**src/pkg/phy_regs_pkg.sv**
```systemverilog
// constants for the phy identification and advertisement register bank
package phy_regs_pkg;
   localparam int unsigned REG_W         = 16;
   localparam int unsigned IDX_W         = 8;
   // register indices; byte address is four times the index
   localparam logic [7:0]  IDX_ID_HIGH   = 8'h02;
   localparam logic [7:0]  IDX_ID_LOW    = 8'h03;
   localparam logic [7:0]  IDX_ADV       = 8'h04;
   localparam logic [7:0]  IDX_CTRL      = 8'h10;
   localparam logic [7:0]  IDX_STAT      = 8'h11;
   // identification low word fields
   localparam int unsigned ID_OUI_LSB    = 10;
   localparam int unsigned ID_OUI_W      = 6;
   localparam int unsigned ID_MODEL_LSB  = 4;
   localparam int unsigned ID_MODEL_W    = 6;
   localparam int unsigned ID_REV_LSB    = 0;
   localparam int unsigned ID_REV_W      = 4;
   // advertisement word fields
   localparam int unsigned ADV_RFAULT    = 13;
   localparam int unsigned ADV_RSVD12    = 12;
   localparam int unsigned ADV_ASYM      = 11;
   localparam int unsigned ADV_SYM       = 10;
   localparam int unsigned ADV_100FD     = 8;
   localparam int unsigned ADV_100HD     = 7;
   localparam int unsigned ADV_10FD      = 6;
   localparam int unsigned ADV_10HD      = 5;
   localparam int unsigned ADV_SEL_LSB   = 0;
   localparam logic [15:0] ADV_RW_MASK   = 16'h3DFF;
   localparam logic [15:0] ADV_RST       = 16'h0181;
   // control and status fields
   localparam int unsigned CTRL_RELOAD   = 0;
   localparam int unsigned STAT_BUSY     = 0;
   localparam int unsigned STAT_CAPT     = 1;
   localparam int unsigned STAT_STRAP    = 4;
   localparam logic [15:0] ZERO_WORD     = 16'h0000;
   // settle cycles of the strap synchroniser before the capture
   localparam logic [1:0]  STRAP_SETTLE  = 2'h2;
   // strap vector layout
   localparam int unsigned STRAP_AN      = 0;
   localparam int unsigned STRAP_SPEED   = 1;
   localparam int unsigned STRAP_DUPLEX  = 2;
   localparam int unsigned STRAP_MPAUSE  = 3;
   localparam int unsigned STRAP_W       = 4;
endpackage

```
**src/pkg/adv_ctrl_if.sv**
```systemverilog
// internal carrier between register bank, strap capture and loader
`timescale 1ns/10ps
interface adv_ctrl_if;
   logic        strap_done;
   logic [3:0]  strap_val;
   logic        captured;
   logic        load_start;
   logic        load_busy;
   logic        load_valid;
   logic [15:0] load_data;
   modport strap_src (output strap_done, output strap_val,
                      output captured);
   modport loader    (input load_start, output load_busy,
                      output load_valid, output load_data);
   modport regs      (input strap_done, input strap_val, input captured,
                      output load_start, input load_busy,
                      input load_valid, input load_data);
endinterface

```
**src/hdl/strap_capture.sv**
```systemverilog
// strap synchroniser and one-shot capture after reset release
`timescale 1ns/10ps
module strap_capture (
   input  wire logic                        hclk,
   input  wire logic                        hresetn,
   input  wire logic [phy_regs_pkg::STRAP_W-1:0] strap_pins,
   adv_ctrl_if.strap_src                    sc
);
   import phy_regs_pkg::*;

   logic [STRAP_W-1:0] sync1_q;
   logic [STRAP_W-1:0] sync2_q;
   logic [STRAP_W-1:0] val_q;
   logic [STRAP_W-1:0] val_d;
   logic [1:0]         cnt_q;
   logic [1:0]         cnt_d;
   logic               capt_q;
   logic               capt_d;
   logic               done_q;
   logic               done_d;

   // wait for the synchroniser to fill, then capture once and hold
   always_comb begin
      cnt_d  = cnt_q;
      capt_d = capt_q;
      val_d  = val_q;
      done_d = 1'b0;
      if (!capt_q) begin
         if (cnt_q == STRAP_SETTLE) begin
            val_d  = sync2_q;
            capt_d = 1'b1;
            done_d = 1'b1;
         end else begin
            cnt_d = cnt_q + 2'h1;
         end
      end
   end

   // straps come from pins, so two flops before anything reads them
   always_ff @(posedge hclk or negedge hresetn) begin
      if (!hresetn) begin
         sync1_q <= '0;
         sync2_q <= '0;
         val_q   <= '0;
         cnt_q   <= 2'h0;
         capt_q  <= 1'b0;
         done_q  <= 1'b0;
      end else begin
         sync1_q <= strap_pins;
         sync2_q <= sync1_q;
         val_q   <= val_d;
         cnt_q   <= cnt_d;
         capt_q  <= capt_d;
         done_q  <= done_d;
      end
   end

   assign sc.strap_val  = val_q;
   assign sc.strap_done = done_q;
   assign sc.captured   = capt_q;
endmodule

```
**src/hdl/adv_loader.sv**
```systemverilog
// loader that fetches the advertisement word from the eeprom side
`timescale 1ns/10ps
module adv_loader (
   input  wire logic        hclk,
   input  wire logic        hresetn,
   output logic             ee_rd_req,
   input  wire logic        ee_rd_valid,
   input  wire logic [15:0] ee_rd_data,
   adv_ctrl_if.loader       lc
);
   import phy_regs_pkg::*;

   typedef enum logic [1:0] {
      LD_IDLE  = 2'b00,
      LD_FETCH = 2'b01
   } ld_state_t;

   ld_state_t   st_q;
   ld_state_t   st_d;
   logic        vld_q;
   logic        vld_d;
   logic [15:0] dat_q;
   logic [15:0] dat_d;

   // a start while a fetch runs is dropped; the running fetch serves it
   always_comb begin
      st_d  = st_q;
      vld_d = 1'b0;
      dat_d = dat_q;
      case (st_q)
         LD_IDLE: begin
            if (lc.load_start) begin
               st_d = LD_FETCH;
            end
         end
         LD_FETCH: begin
            if (ee_rd_valid) begin
               vld_d = 1'b1;
               dat_d = ee_rd_data;
               st_d  = LD_IDLE;
            end
         end
         default: begin
            st_d = LD_IDLE;
         end
      endcase
   end

   always_ff @(posedge hclk or negedge hresetn) begin
      if (!hresetn) begin
         st_q  <= LD_IDLE;
         vld_q <= 1'b0;
         dat_q <= ZERO_WORD;
      end else begin
         st_q  <= st_d;
         vld_q <= vld_d;
         dat_q <= dat_d;
      end
   end

   assign ee_rd_req     = (st_q == LD_FETCH);
   assign lc.load_busy  = (st_q == LD_FETCH) || vld_q;
   assign lc.load_valid = vld_q;
   assign lc.load_data  = dat_q;
endmodule

```
**src/hdl/phy_id_autoneg_advert_regs.sv**
```systemverilog
// phy identification and auto-negotiation advertisement registers
//
// Overview of operation
// oui bits 19..24 in id low 15:10
// six-bit model number in id low 9:4
// four-bit revision number in id low 3:0
// id low at index 3, advert index 4
// loader rewrites advert after reset and reload
// bit 13 advertises remote fault, resets 0
// software writes zero to reserved bit 12
// bit 11 advertises asymmetric pause, resets 0
// bit 10 default is inverted manual pause strap
// loader supplies both pause advertisement bits
// bits 8 and 7 reset to one
// bit 6 default: an or (!speed and duplex)
// bit 5 default: an or not speed
// selector field 4:0 resets to 00001
// straps captured at reset release, then held
// id high at index 2 holds oui bits 3..18
// bits 15:14 and 9 read zero, ignore writes
`timescale 1ns/10ps
module phy_id_autoneg_advert_regs #(
   // identification values; all defaults arbitrary
   parameter logic [15:0] OUI_HIGH_ID = 16'h0123,
   parameter logic [5:0]  OUI_LOW_ID  = 6'h15,
   parameter logic [5:0]  MODEL_ID    = 6'h2A,
   parameter logic [3:0]  REV_ID      = 4'h3
) (
   input  wire logic        hclk,
   input  wire logic        hresetn,
   input  wire logic        hsel,
   input  wire logic [31:0] haddr,
   input  wire logic [1:0]  htrans,
   input  wire logic        hwrite,
   input  wire logic [2:0]  hsize,
   input  wire logic [31:0] hwdata,
   input  wire logic        hready,
   output logic             hreadyout,
   output logic             hresp,
   output logic [31:0]      hrdata,
   input  wire logic        autoneg_pin_cfg,
   input  wire logic        speed_pin_cfg,
   input  wire logic        duplex_pin_cfg,
   input  wire logic        manual_pause_pin_cfg,
   output logic             ee_rd_req,
   input  wire logic        ee_rd_valid,
   input  wire logic [15:0] ee_rd_data,
   output logic [15:0]      advert_word,
   output logic [15:0]      id_high_word,
   output logic [15:0]      id_low_word
);
   import phy_regs_pkg::*;

   adv_ctrl_if ac ();

   // strap pins gathered into one vector for the synchroniser
   logic [STRAP_W-1:0] strap_pins;
   // write pending from the address phase and its word index
   logic               wr_pend_q;
   logic               wr_pend_d;
   logic [7:0]         widx_q;
   logic [7:0]         widx_d;
   logic [8:0]         aidx;
   // register contents and their next values
   logic [15:0]        idh_q;
   logic [15:0]        idh_d;
   logic [15:0]        idl_q;
   logic [15:0]        idl_d;
   logic [15:0]        adv_q;
   logic [15:0]        adv_d;
   // read word held through the data phase
   logic [31:0]        rdata_q;
   logic [31:0]        rdata_d;
   // reload command and the loader start pulse
   logic               reload_d;
   logic               start_q;
   logic               start_d;
   // bus decode helpers
   logic               addr_take;
   logic [15:0]        wword;
   // status view and the latched strap levels
   logic [15:0]        stat_word;
   logic               an_s;
   logic               spd_s;
   logic               dup_s;
   logic               mp_s;

   // word index from a byte address; non-word addresses map nowhere
   function automatic logic [8:0] word_index(input logic [31:0] a);
      logic [8:0] r;
      r = 9'h100;
      if (a[1:0] == 2'b00 && a[31:10] == 22'h0) begin
         r = {1'b0, a[9:2]};
      end
      return r;
   endfunction

   // read value of a word index given the register contents
   function automatic logic [15:0] read_word(
      input logic [8:0]  i,
      input logic [15:0] h,
      input logic [15:0] l,
      input logic [15:0] v,
      input logic [15:0] s
   );
      logic [15:0] r;
      r = ZERO_WORD;
      if (i == {1'b0, IDX_ID_HIGH}) begin
         r = h;
      end else if (i == {1'b0, IDX_ID_LOW}) begin
         r = l;
      end else if (i == {1'b0, IDX_ADV}) begin
         r = v & ADV_RW_MASK;
      end else if (i == {1'b0, IDX_STAT}) begin
         r = s;
      end
      return r;
   endfunction

   // elaboration checks: fields and masks must fit the 16-bit word
   // and the 8-bit index that this bank decodes
   if (REG_W != 16) begin
      $error("register width must be 16");
   end
   if (IDX_W != 8) begin
      $error("index width must be 8");
   end
   if (ID_OUI_W + ID_MODEL_W + ID_REV_W != REG_W) begin
      $error("id low fields must fill the word");
   end
   if (ID_OUI_LSB != ID_MODEL_LSB + ID_MODEL_W) begin
      $error("oui field must sit above the model field");
   end
   if (ID_MODEL_LSB != ID_REV_LSB + ID_REV_W) begin
      $error("model field must sit above the revision field");
   end
   // advert bits 15:14 and 9 must never be writable or set at reset
   if ((ADV_RW_MASK & 16'hC200) != 16'h0000) begin
      $error("reserved advert bits in the write mask");
   end
   if ((ADV_RST & ~ADV_RW_MASK) != 16'h0000) begin
      $error("advert reset value outside the write mask");
   end
   // strap defaults land only on bits that software may also write
   if (!ADV_RW_MASK[ADV_SYM] || !ADV_RW_MASK[ADV_10FD] ||
       !ADV_RW_MASK[ADV_10HD]) begin
      $error("strap default bits must be writable");
   end
   // the synchroniser needs two edges before the capture reads it
   if (STRAP_SETTLE < 2'h2) begin
      $error("strap settle count below synchroniser depth");
   end
   if (STRAP_W != 4) begin
      $error("strap vector must hold four straps");
   end
   // status word must hold busy, captured and the strap levels
   if (STAT_STRAP + STRAP_W > REG_W || STAT_CAPT >= STAT_STRAP) begin
      $error("status fields overflow the word");
   end
   // index 8'hFF parks unmapped accesses, so no register may use it
   if (IDX_CTRL == 8'hFF || IDX_STAT == 8'hFF || IDX_ADV == 8'hFF) begin
      $error("index 8'hFF is kept for unmapped accesses");
   end
   if (IDX_ID_HIGH == IDX_ID_LOW || IDX_ID_LOW == IDX_ADV ||
       IDX_ADV == IDX_CTRL || IDX_CTRL == IDX_STAT) begin
      $error("register indices collide");
   end

   // word index of the current address phase, shared by both paths
   assign aidx = word_index(haddr);

   assign strap_pins[STRAP_AN]     = autoneg_pin_cfg;
   assign strap_pins[STRAP_SPEED]  = speed_pin_cfg;
   assign strap_pins[STRAP_DUPLEX] = duplex_pin_cfg;
   assign strap_pins[STRAP_MPAUSE] = manual_pause_pin_cfg;

   strap_capture u_strap (
      .hclk       (hclk),
      .hresetn    (hresetn),
      .strap_pins (strap_pins),
      .sc         (ac.strap_src)
   );

   adv_loader u_loader (
      .hclk        (hclk),
      .hresetn     (hresetn),
      .ee_rd_req   (ee_rd_req),
      .ee_rd_valid (ee_rd_valid),
      .ee_rd_data  (ee_rd_data),
      .lc          (ac.loader)
   );

   // latched strap levels, already synchronised and held
   assign an_s  = ac.strap_val[STRAP_AN];
   assign spd_s = ac.strap_val[STRAP_SPEED];
   assign dup_s = ac.strap_val[STRAP_DUPLEX];
   assign mp_s  = ac.strap_val[STRAP_MPAUSE];

   // status shows loader activity, capture state and the latched straps
   always_comb begin
      stat_word = ZERO_WORD;
      stat_word[STAT_BUSY] = ac.load_busy;
      stat_word[STAT_CAPT] = ac.captured;
      stat_word[STAT_STRAP +: STRAP_W] = ac.strap_val;
   end

   // bus front end: zero wait states, every transfer answered okay
   assign addr_take = hsel && htrans[1] && hready;
   assign hreadyout = 1'b1;
   assign hresp     = 1'b0;
   assign hrdata    = rdata_q;
   assign wword     = hwdata[15:0];

   // address phase capture; hsize is not checked, every write is a word
   always_comb begin
      wr_pend_d = addr_take && hwrite;
      widx_d    = widx_q;
      if (addr_take) begin
         // unmapped accesses park on 8'hFF, which no register decodes
         widx_d = aidx[8] ? 8'hFF : aidx[7:0];
      end
   end

   // register next values; the loader overrides a same-cycle write
   always_comb begin
      idh_d    = idh_q;
      idl_d    = idl_q;
      adv_d    = adv_q;
      reload_d = 1'b0;
      if (wr_pend_q) begin
         case (widx_q)
            IDX_ID_HIGH: begin
               idh_d = wword;
            end
            IDX_ID_LOW: begin
               idl_d[ID_OUI_LSB +: ID_OUI_W] =
                  wword[ID_OUI_LSB +: ID_OUI_W];
               idl_d[ID_MODEL_LSB +: ID_MODEL_W] =
                  wword[ID_MODEL_LSB +: ID_MODEL_W];
               idl_d[ID_REV_LSB +: ID_REV_W] =
                  wword[ID_REV_LSB +: ID_REV_W];
            end
            IDX_ADV: begin
               // bit 12 is stored as written; software keeps it 0
               adv_d = wword & ADV_RW_MASK;
            end
            IDX_CTRL: begin
               reload_d = wword[CTRL_RELOAD];
            end
            default: begin
               reload_d = 1'b0;                        // unmapped or status: ignored
            end
         endcase
      end
      if (ac.strap_done) begin
         adv_d[ADV_SYM]  = ~mp_s;
         adv_d[ADV_10FD] = an_s | (~spd_s & dup_s);
         adv_d[ADV_10HD] = an_s | ~spd_s;
      end
      if (ac.load_valid) begin
         adv_d = ac.load_data & ADV_RW_MASK;
      end
   end

   // the loader runs once the strap defaults are in, and on reload
   assign start_d       = ac.strap_done || reload_d;
   assign ac.load_start = start_q;

   // read data comes from the next values, so a read right after a
   // write to the same word already returns the new contents
   always_comb begin
      rdata_d = rdata_q;
      if (addr_take && !hwrite) begin
         rdata_d = {16'h0000,
                    read_word(aidx, idh_d, idl_d,
                              adv_d, stat_word)};
      end
   end

   // register state; advert bits 15:14 and 9 never hold a one
   always_ff @(posedge hclk or negedge hresetn) begin
      if (!hresetn) begin
         wr_pend_q <= 1'b0;
         widx_q    <= 8'hFF;
         idh_q     <= OUI_HIGH_ID;
         idl_q     <= {OUI_LOW_ID, MODEL_ID, REV_ID};
         adv_q     <= ADV_RST;
         rdata_q   <= 32'h0000_0000;
         start_q   <= 1'b0;
      end else begin
         wr_pend_q <= wr_pend_d;
         widx_q    <= widx_d;
         idh_q     <= idh_d;
         idl_q     <= idl_d;
         adv_q     <= adv_d & ADV_RW_MASK;
         rdata_q   <= rdata_d;
         start_q   <= start_d;
      end
   end

   // word outputs toward the negotiation engine and management path
   assign advert_word  = adv_q;
   assign id_high_word = idh_q;
   assign id_low_word  = idl_q;
endmodule

```
**config.mk**
```make
export PLATFORM = sky130hd
export DESIGN_NAME = phy_id_autoneg_advert_regs
export DESIGN_NICKNAME = d
export VERILOG_FILES = /design/src/pkg/phy_regs_pkg.sv /design/src/pkg/adv_ctrl_if.sv /design/src/hdl/strap_capture.sv /design/src/hdl/adv_loader.sv /design/src/hdl/phy_id_autoneg_advert_regs.sv
export SDC_FILE = /design/constraint.sdc
export NUM_CORES = 1
export LEC_CHECK = 0
export BUFFER_PORTS_ARGS = -buffer_cell sky130_fd_sc_hd__buf_2
export CORE_AREA = 2 2 131 133
export CTS_BUF_LIST = sky130_fd_sc_hd__clkbuf_4 sky130_fd_sc_hd__clkbuf_8
export DETAILED_ROUTE_END_ITERATION = 6
export DIE_AREA = 0 0 133 135
export SYNTH_ARGS = -nofsm -noshare
export SYNTH_HDL_FRONTEND = slang
export SYNTH_SLANG_ARGS = --single-unit
export TNS_END_PERCENT = 20
```
**constraint.sdc**
```tcl
create_clock -name hclk -period 2.23 [get_ports hclk]
set_input_delay 0.5575 -clock hclk [delete_from_list [all_inputs] [get_ports hclk]]
set_output_delay 0.5575 -clock hclk [all_outputs]
set_load 0.02 [all_outputs]
```
Word-level counts from Yosys, hierarchy flattened
Cells that the tools add are included.
{"block": "word_totals", "elab_cells": 76, "out_inout_bits": 83, "input_bits": 95, "regBits": 104}
{"block": "op_classes", "eq_ne": 12, "muxes": 25, "reduce_logical": 15, "addsub": 1, "n_bitwise": 7}
{"op": "$mux W16", "n": 6}
{"op": "$mux W14", "n": 4}
{"op": "$logic_not A22 Y1", "n": 1}
{"op": "$eq A9 B2 Y1 const B", "n": 2}
{"op": "$eq A8 B2 Y1 const B", "n": 2}
{"op": "$mux W8", "n": 2}
{"op": "$eq A9 B3 Y1 const B", "n": 1}
{"op": "$eq A9 B5 Y1 const B", "n": 1}
{"op": "$mux W9", "n": 1}
{"op": "$eq A8 B3 Y1 const B", "n": 1}
{"op": "$eq A8 B5 Y1 const B", "n": 1}
{"op": "$mux W1", "n": 8}
{"op": "$reduce_and A2 Y1", "n": 4}
{"op": "$mux W2", "n": 3}
{"op": "$logic_and A1 B1 Y1", "n": 5}
{"op": "$logic_not A2 Y1", "n": 2}
{"op": "$not A1 Y1", "n": 4}
{"op": "$pmux W2 S2", "n": 1}
{"op": "$add A2 B1 Y2 const B", "n": 1}
{"op": "$eq A2 B1 Y1 const B", "n": 1}
{"op": "$eq A2 B2 Y1 const B", "n": 1}
{"op": "$logic_or A1 B1 Y1", "n": 2}
{"op": "$ne A2 B1 Y1 const B", "n": 1}
{"op": "$ne A2 B2 Y1 const B", "n": 1}
{"op": "3 further kinds", "n": 4}

Depth between registers and ports, before layout
{"block": "depth", "ltp_word": 8, "ltp_mapped": 8, "depth_no_buf": 5}

Cells and area by module
From an unflattened synthesis, not the netlist that was laid out.
{"block": "hier_totals", "cells_unflattened": 447, "hier_area_um2": 5103.6}
{"mod": "phy_id_autoneg_advert_regs", "area_each_um2": 3876.2, "instances": 1, "seq_area_each_um2": 1805.5, "cells_per_inst": 380}
{"mod": "adv_loader", "area_each_um2": 700.7, "instances": 1, "seq_area_each_um2": 450.4, "cells_per_inst": 39}
{"mod": "strap_capture", "area_each_um2": 526.8, "instances": 1, "seq_area_each_um2": 400.4, "cells_per_inst": 28}

Least setup slack after synthesis
No wires, ideal clock.
{"block": "synth_path", "path_kind": "register to register", "from": "register widx_q[5]", "to": "register rdata_q[0], in the netlist hrdata[0]", "synth_period_minus_slack_ps": 2327, "path_stages_with_launch": 7, "t_arrival_ps": 2194, "setup_time_ps": 133, "n_path_buf": 1, "path_slack_ps": -97, "required_ps": 2097, "path_cell_list": "dfstp_2 > or4_4 > nor3_4 > buf_8 > mux2_2 > o41ai_1 > a21oi_1"}
{"block": "synth_via", "word_cells_on_any_way": 13, "cone_classes": "eq/ne: 3; mux: 10"}
{"element": "from (decl)", "line": "phy_id_autoneg_advert_regs.sv:61", "rtl": "logic [7:0] widx_q;"}
{"element": "from (signal assigned)", "line": "phy_id_autoneg_advert_regs.sv:292", "rtl": "widx_q <= widx_d;"}
{"element": "$eq A8 B2 Y1", "line": "phy_id_autoneg_advert_regs.sv:231", "rtl": "case (widx_q)"}
{"element": "$mux W16", "line": "phy_id_autoneg_advert_regs.sv:231"}
{"element": "$mux W16", "line": "phy_id_autoneg_advert_regs.sv:230", "rtl": "if (wr_pend_q) begin"}
{"element": "via idh_d[0]", "line": "phy_id_autoneg_advert_regs.sv:66", "rtl": "logic [15:0] idh_d;"}
{"element": "$mux W16", "line": "phy_id_autoneg_advert_regs.sv:108", "rtl": "if (i == {1'b0, IDX_ID_HIGH}) begin"}
{"element": "to (signal assigned)", "line": "phy_id_autoneg_advert_regs.sv:296", "rtl": "rdata_q <= rdata_d;"}
{"element": "to (decl)", "line": "phy_id_autoneg_advert_regs.sv:72", "rtl": "logic [31:0] rdata_q;"}
The timed path passes the listed nets, and every way through them passes these cells.
A chain may end at the register's enable or synchronous reset.

Worst setup path after layout
{"block": "layout_path", "from": "register widx_q[6]", "to": "register rdata_q[7], in the netlist hrdata[7]"}
{"block": "layout_via", "word_cells_on_any_way": 13, "cone_classes": "eq/ne: 3; mux: 10"}
{"element": "$eq A8 B2 Y1", "line": "phy_id_autoneg_advert_regs.sv:231"}
{"element": "$mux W16", "line": "phy_id_autoneg_advert_regs.sv:231"}
{"element": "$mux W16", "line": "phy_id_autoneg_advert_regs.sv:230"}
{"element": "via idl_d[7]", "line": "phy_id_autoneg_advert_regs.sv:68", "rtl": "logic [15:0] idl_d;"}
{"element": "$mux W16", "line": "phy_id_autoneg_advert_regs.sv:110", "rtl": "end else if (i == {1'b0, IDX_ID_LOW}) begin"}
{"element": "$mux W16", "line": "phy_id_autoneg_advert_regs.sv:108"}
The timed path passes the listed nets, and every way through them passes these cells.

==> results.md <==
- Tot Pwr: 4.585 mW
- CP cell instances: or4_4 > buf_4 > nor3_4 > mux2_2 > o21a_1 > o31a_1
- Max_cap viols: 0
- Comb pwr share: 23.4%
- P_sw: 1.470 mW
- Die Y: 135 um
- Layout cells sized above 1: 44.24%
- Number of global-route vias before repair: 4496
- Sw Share: 32.07%
- Detail Route Antenna Nets: 0
- H-tree Lvls: 3
- Antenna diode count: 0
- Largest net degree at the start of global routing: 40
- Pint: 3.114 mW
- Post-layout min period: 2.324 ns
- Total number of vias: 4465
- Routed length per instance: 18.22 um
- Final hold vios: 0
- Finished Layout Cells: 880
- CTS tree: yes
- Worst setup margin: -0.09361 ns
- Seq pwr share: 50.0%
- Clk sinks: 102
- Std cell rows: 47
- TritonCTS buffer count: 9
- Synth Cell Area: 5036 sq um
- Port bufs: 133
- Bufs and invs on worst path: 1
- Finish-stage setup viols: 10
- Synth warnings: 0
- Power Density: 686.7 nW/um^2
- Worst reg2reg endpoint: hrdata[7]$_DFFE_PN0P_
- Critical path data required time: 2.51 ns
- WL final: 16040 um
- Initial DRC count: 276
- Commonest non-fill, non-tap cell in the layout: buf_2
- CP Depth: 6
- Async SR Flop Fraction: 100.0%
- GPL Wtd Cong: 0.8757
- Critical path peak fanout: 4
- Reg2Reg Depth: 6
- Congestion Overflow GR: 0
- Period utilisation layout: 104.2%
- # DRC: 0
- Status: complete, but fails checks
- Seq/Total Area, Yosys: 51.25%
- Slack of the worst reg-to-reg path: -0.09 ns
- Syn avg cell area: 10.60 sq um
- First-pass iteration count of the detailed router: 5
- IO Pins: 178
- FF+latch count, synth: 102
- Setup CP Type: register to register
- Die span in x: 133 um
- Post-layout util: 40.69%
- CP Capture Type: register
- Slew Viols, Final: 0
- Fmax: 430.4 MHz
- Critical path's slowest cell: or4_4
- Initial Util: 30.69%
- P&R area growth vs syn: 32.57%
- Clock Tree Buf Depth: 2
- Clock skew: 0.01204 ns
- Die area: 17960 sq um
- Leak: 3.176 nW
- Initial antenna violation count: 0
- Nets: 752
- RSZ-0062 raised after global routing: true
- Clk_lat worst skew: 0.39 ns
- Worst Hold Class: primary input to asynchronous set/reset pin
- DR vias/cell: 5.074
- Mapped Cells: 475
- Arrival @ worst endpoint: 2.60 ns
- Failing checks: setup timing
- Top_reg_cell synth: dfrtp_1
- Biggest cell delay along the critical path: 0.58 ns
- Critical R2R Launch: widx_q[6]$_DFFE_PN1P_
- CTS clk-pin slew, worst paths: 0.10 ns
- Clk root buf: clkbuf_8
- Most frequent cells in the layout: 132 x buf_2, 79 x dfrtp_1, 60 x buf_4
- Max IR drop VDD: 0.3029 mV
- Dpl hpwl: 12360 um
- Crit path max-delay family: simple AND/OR/NAND/NOR gates
- Core Area: 16410 sq um
- Number of hold buffers added after cts: 0
- Clock share of power: 26.6%
- Netlist cell types: 66
- Inst Count DP: 863
- CP startpoint kind: register
- First-pass GRT wire length: 24760 um
- GRT Total Usage: 17.99%
- Number of synthesized flops with an enable pin: 0
==> layout make-up <==
type	count	area, sq um
well taps	220	275.3
flip-flops and latches	102	2581
multi-input cells	326	2303
inverters	18	67.56
clock buffers	10	137.6
clock inverters	5	65.06
repair buffers	199	1246
fillers	1619	9731
==> flip-flops by register name (all words and copies together) (netlist names) <==
name	cells
id_low_word	16
u_loader.lc.load_valid	1
u_strap.sync2_q	4
u_strap.sc.captured	1
widx_q	8
u_strap.sync1_q	4
u_strap.cnt_q	2
u_strap.sc.strap_val	4
u_loader.st_q	1
ac.load_start	1
hrdata	16
wr_pend_q	1
id_high_word	16
u_strap.sc.strap_done	1
advert_word	13
u_loader.lc.load_data	13
==> synthesized netlist by cell type, drive strengths merged (3+ instances only) <==
master	count	share of area, %
a2111oi	3	0.52
dfstp	23	12
nand4	15	1.9
or2	4	0.50
o31a	9	1.6
a32o	6	1.2
nand2b	12	1.5
a21o	5	0.75
and2	4	0.50
nor4b	3	0.52
o211ai	4	0.60
o211a	4	0.80
o41ai	3	0.52
inv	16	1.2
mux2	25	5.8
nor4	11	1.7
o31ai	14	2.2
a221oi	3	0.52
nand2	39	3.0
nor3	8	1.5
dfrtp	79	39
mux2i	5	0.99
a211oi	6	0.89
o21a	4	0.60
o32ai	7	1.2
o21ai	16	1.6
nand3	6	0.70
buf	32	4.6
clkbuf	16	1.2
nor2	42	3.1
a21oi	15	1.5
==> cells by family (layout without fill, tap and decap cells) <==
logic type | count (synthesis) | count (layout) | synth area share [%]
compound gates | 115 | 115 | 17.14
xor+xnor | 1 | 1 | 0.1739
fa+ha+maj | 1 | 1 | 0.2484
buf+inv | 66 | 232 | 7.180
flops | 102 | 102 | 51.25
mux | 30 | 30 | 6.807
other cells | 2 | 21 | 0.1491
simple gates | 158 | 158 | 17.04
==> per-stage QoR <==
stage / setup TNS [ns] / cell area (sq um) / worst slack, ns / hold slack [ns]
after floorplan: -0.1354 / 5130 / -0.03358 / 0.2619
after CTS: -0.5427 / 6589 / -0.09674 / 0.09802
after global routing: -1.379 / 6676 / -0.1594 / 0.1066
final: -0.3969 / 6676 / -0.09361 / 0.09549
after detailed placement: -1.163 / 6347 / -0.1480 / 0.3370
after global placement: -0.7262 / 6347 / -0.1060 / 0.3333
==> worst max path at each step <==
stage	startpoint	to
after floorplan	widx_q[6]$_DFFE_PN1P_	hrdata[6]$_DFFE_PN0P_
after global placement	widx_q[6]$_DFFE_PN1P_	hrdata[15]$_DFFE_PN0P_
after detailed placement	widx_q[6]$_DFFE_PN1P_	hrdata[15]$_DFFE_PN0P_
after CTS	widx_q[6]$_DFFE_PN1P_	hrdata[4]$_DFFE_PN0P_
after global routing	widx_q[6]$_DFFE_PN1P_	hrdata[7]$_DFFE_PN0P_
final	widx_q[6]$_DFFE_PN1P_	hrdata[7]$_DFFE_PN0P_
==> power by group through the flow <==
stage	sequential (mW)	clock (mW)	combinational, mW
floorplan	2.45	0	0.435
global placement	2.32	0	1.03
detailed placement	2.33	0	1.06
CTS	2.30	1.27	1.07
global route	2.33	1.34	1.18
finish	2.29	1.22	1.07
==> repair_timing <==
action | CTS | global route
gates resized for setup | 8 | 15
endpoints found under the setup margin | 13 | 15
pin swaps | 1 | 3
buffers inserted | 0 | 2
==> worst register-to-register path: stages (launching register included) <==
cell and delay [ns]:
dfstp_2 0.38, or4_4 0.58, buf_4 0.17, nor3_4 0.25, mux2_2 0.39, o21a_1 0.18, o31a_1 0.27
==> routing by layer <==
metal | GRT usage (%) | up-vias | share of wire [%]
li1 | - | 2062 | -
met1 | 23.24 | 2215 | 43
met2 | 30.28 | 165 | 49
met3 | 3.791 | 23 | 6.2
met4 | 5.795 | 0 | 1.8
met5 | 0 | - | 0
Power figures use the tool's default switching activity.
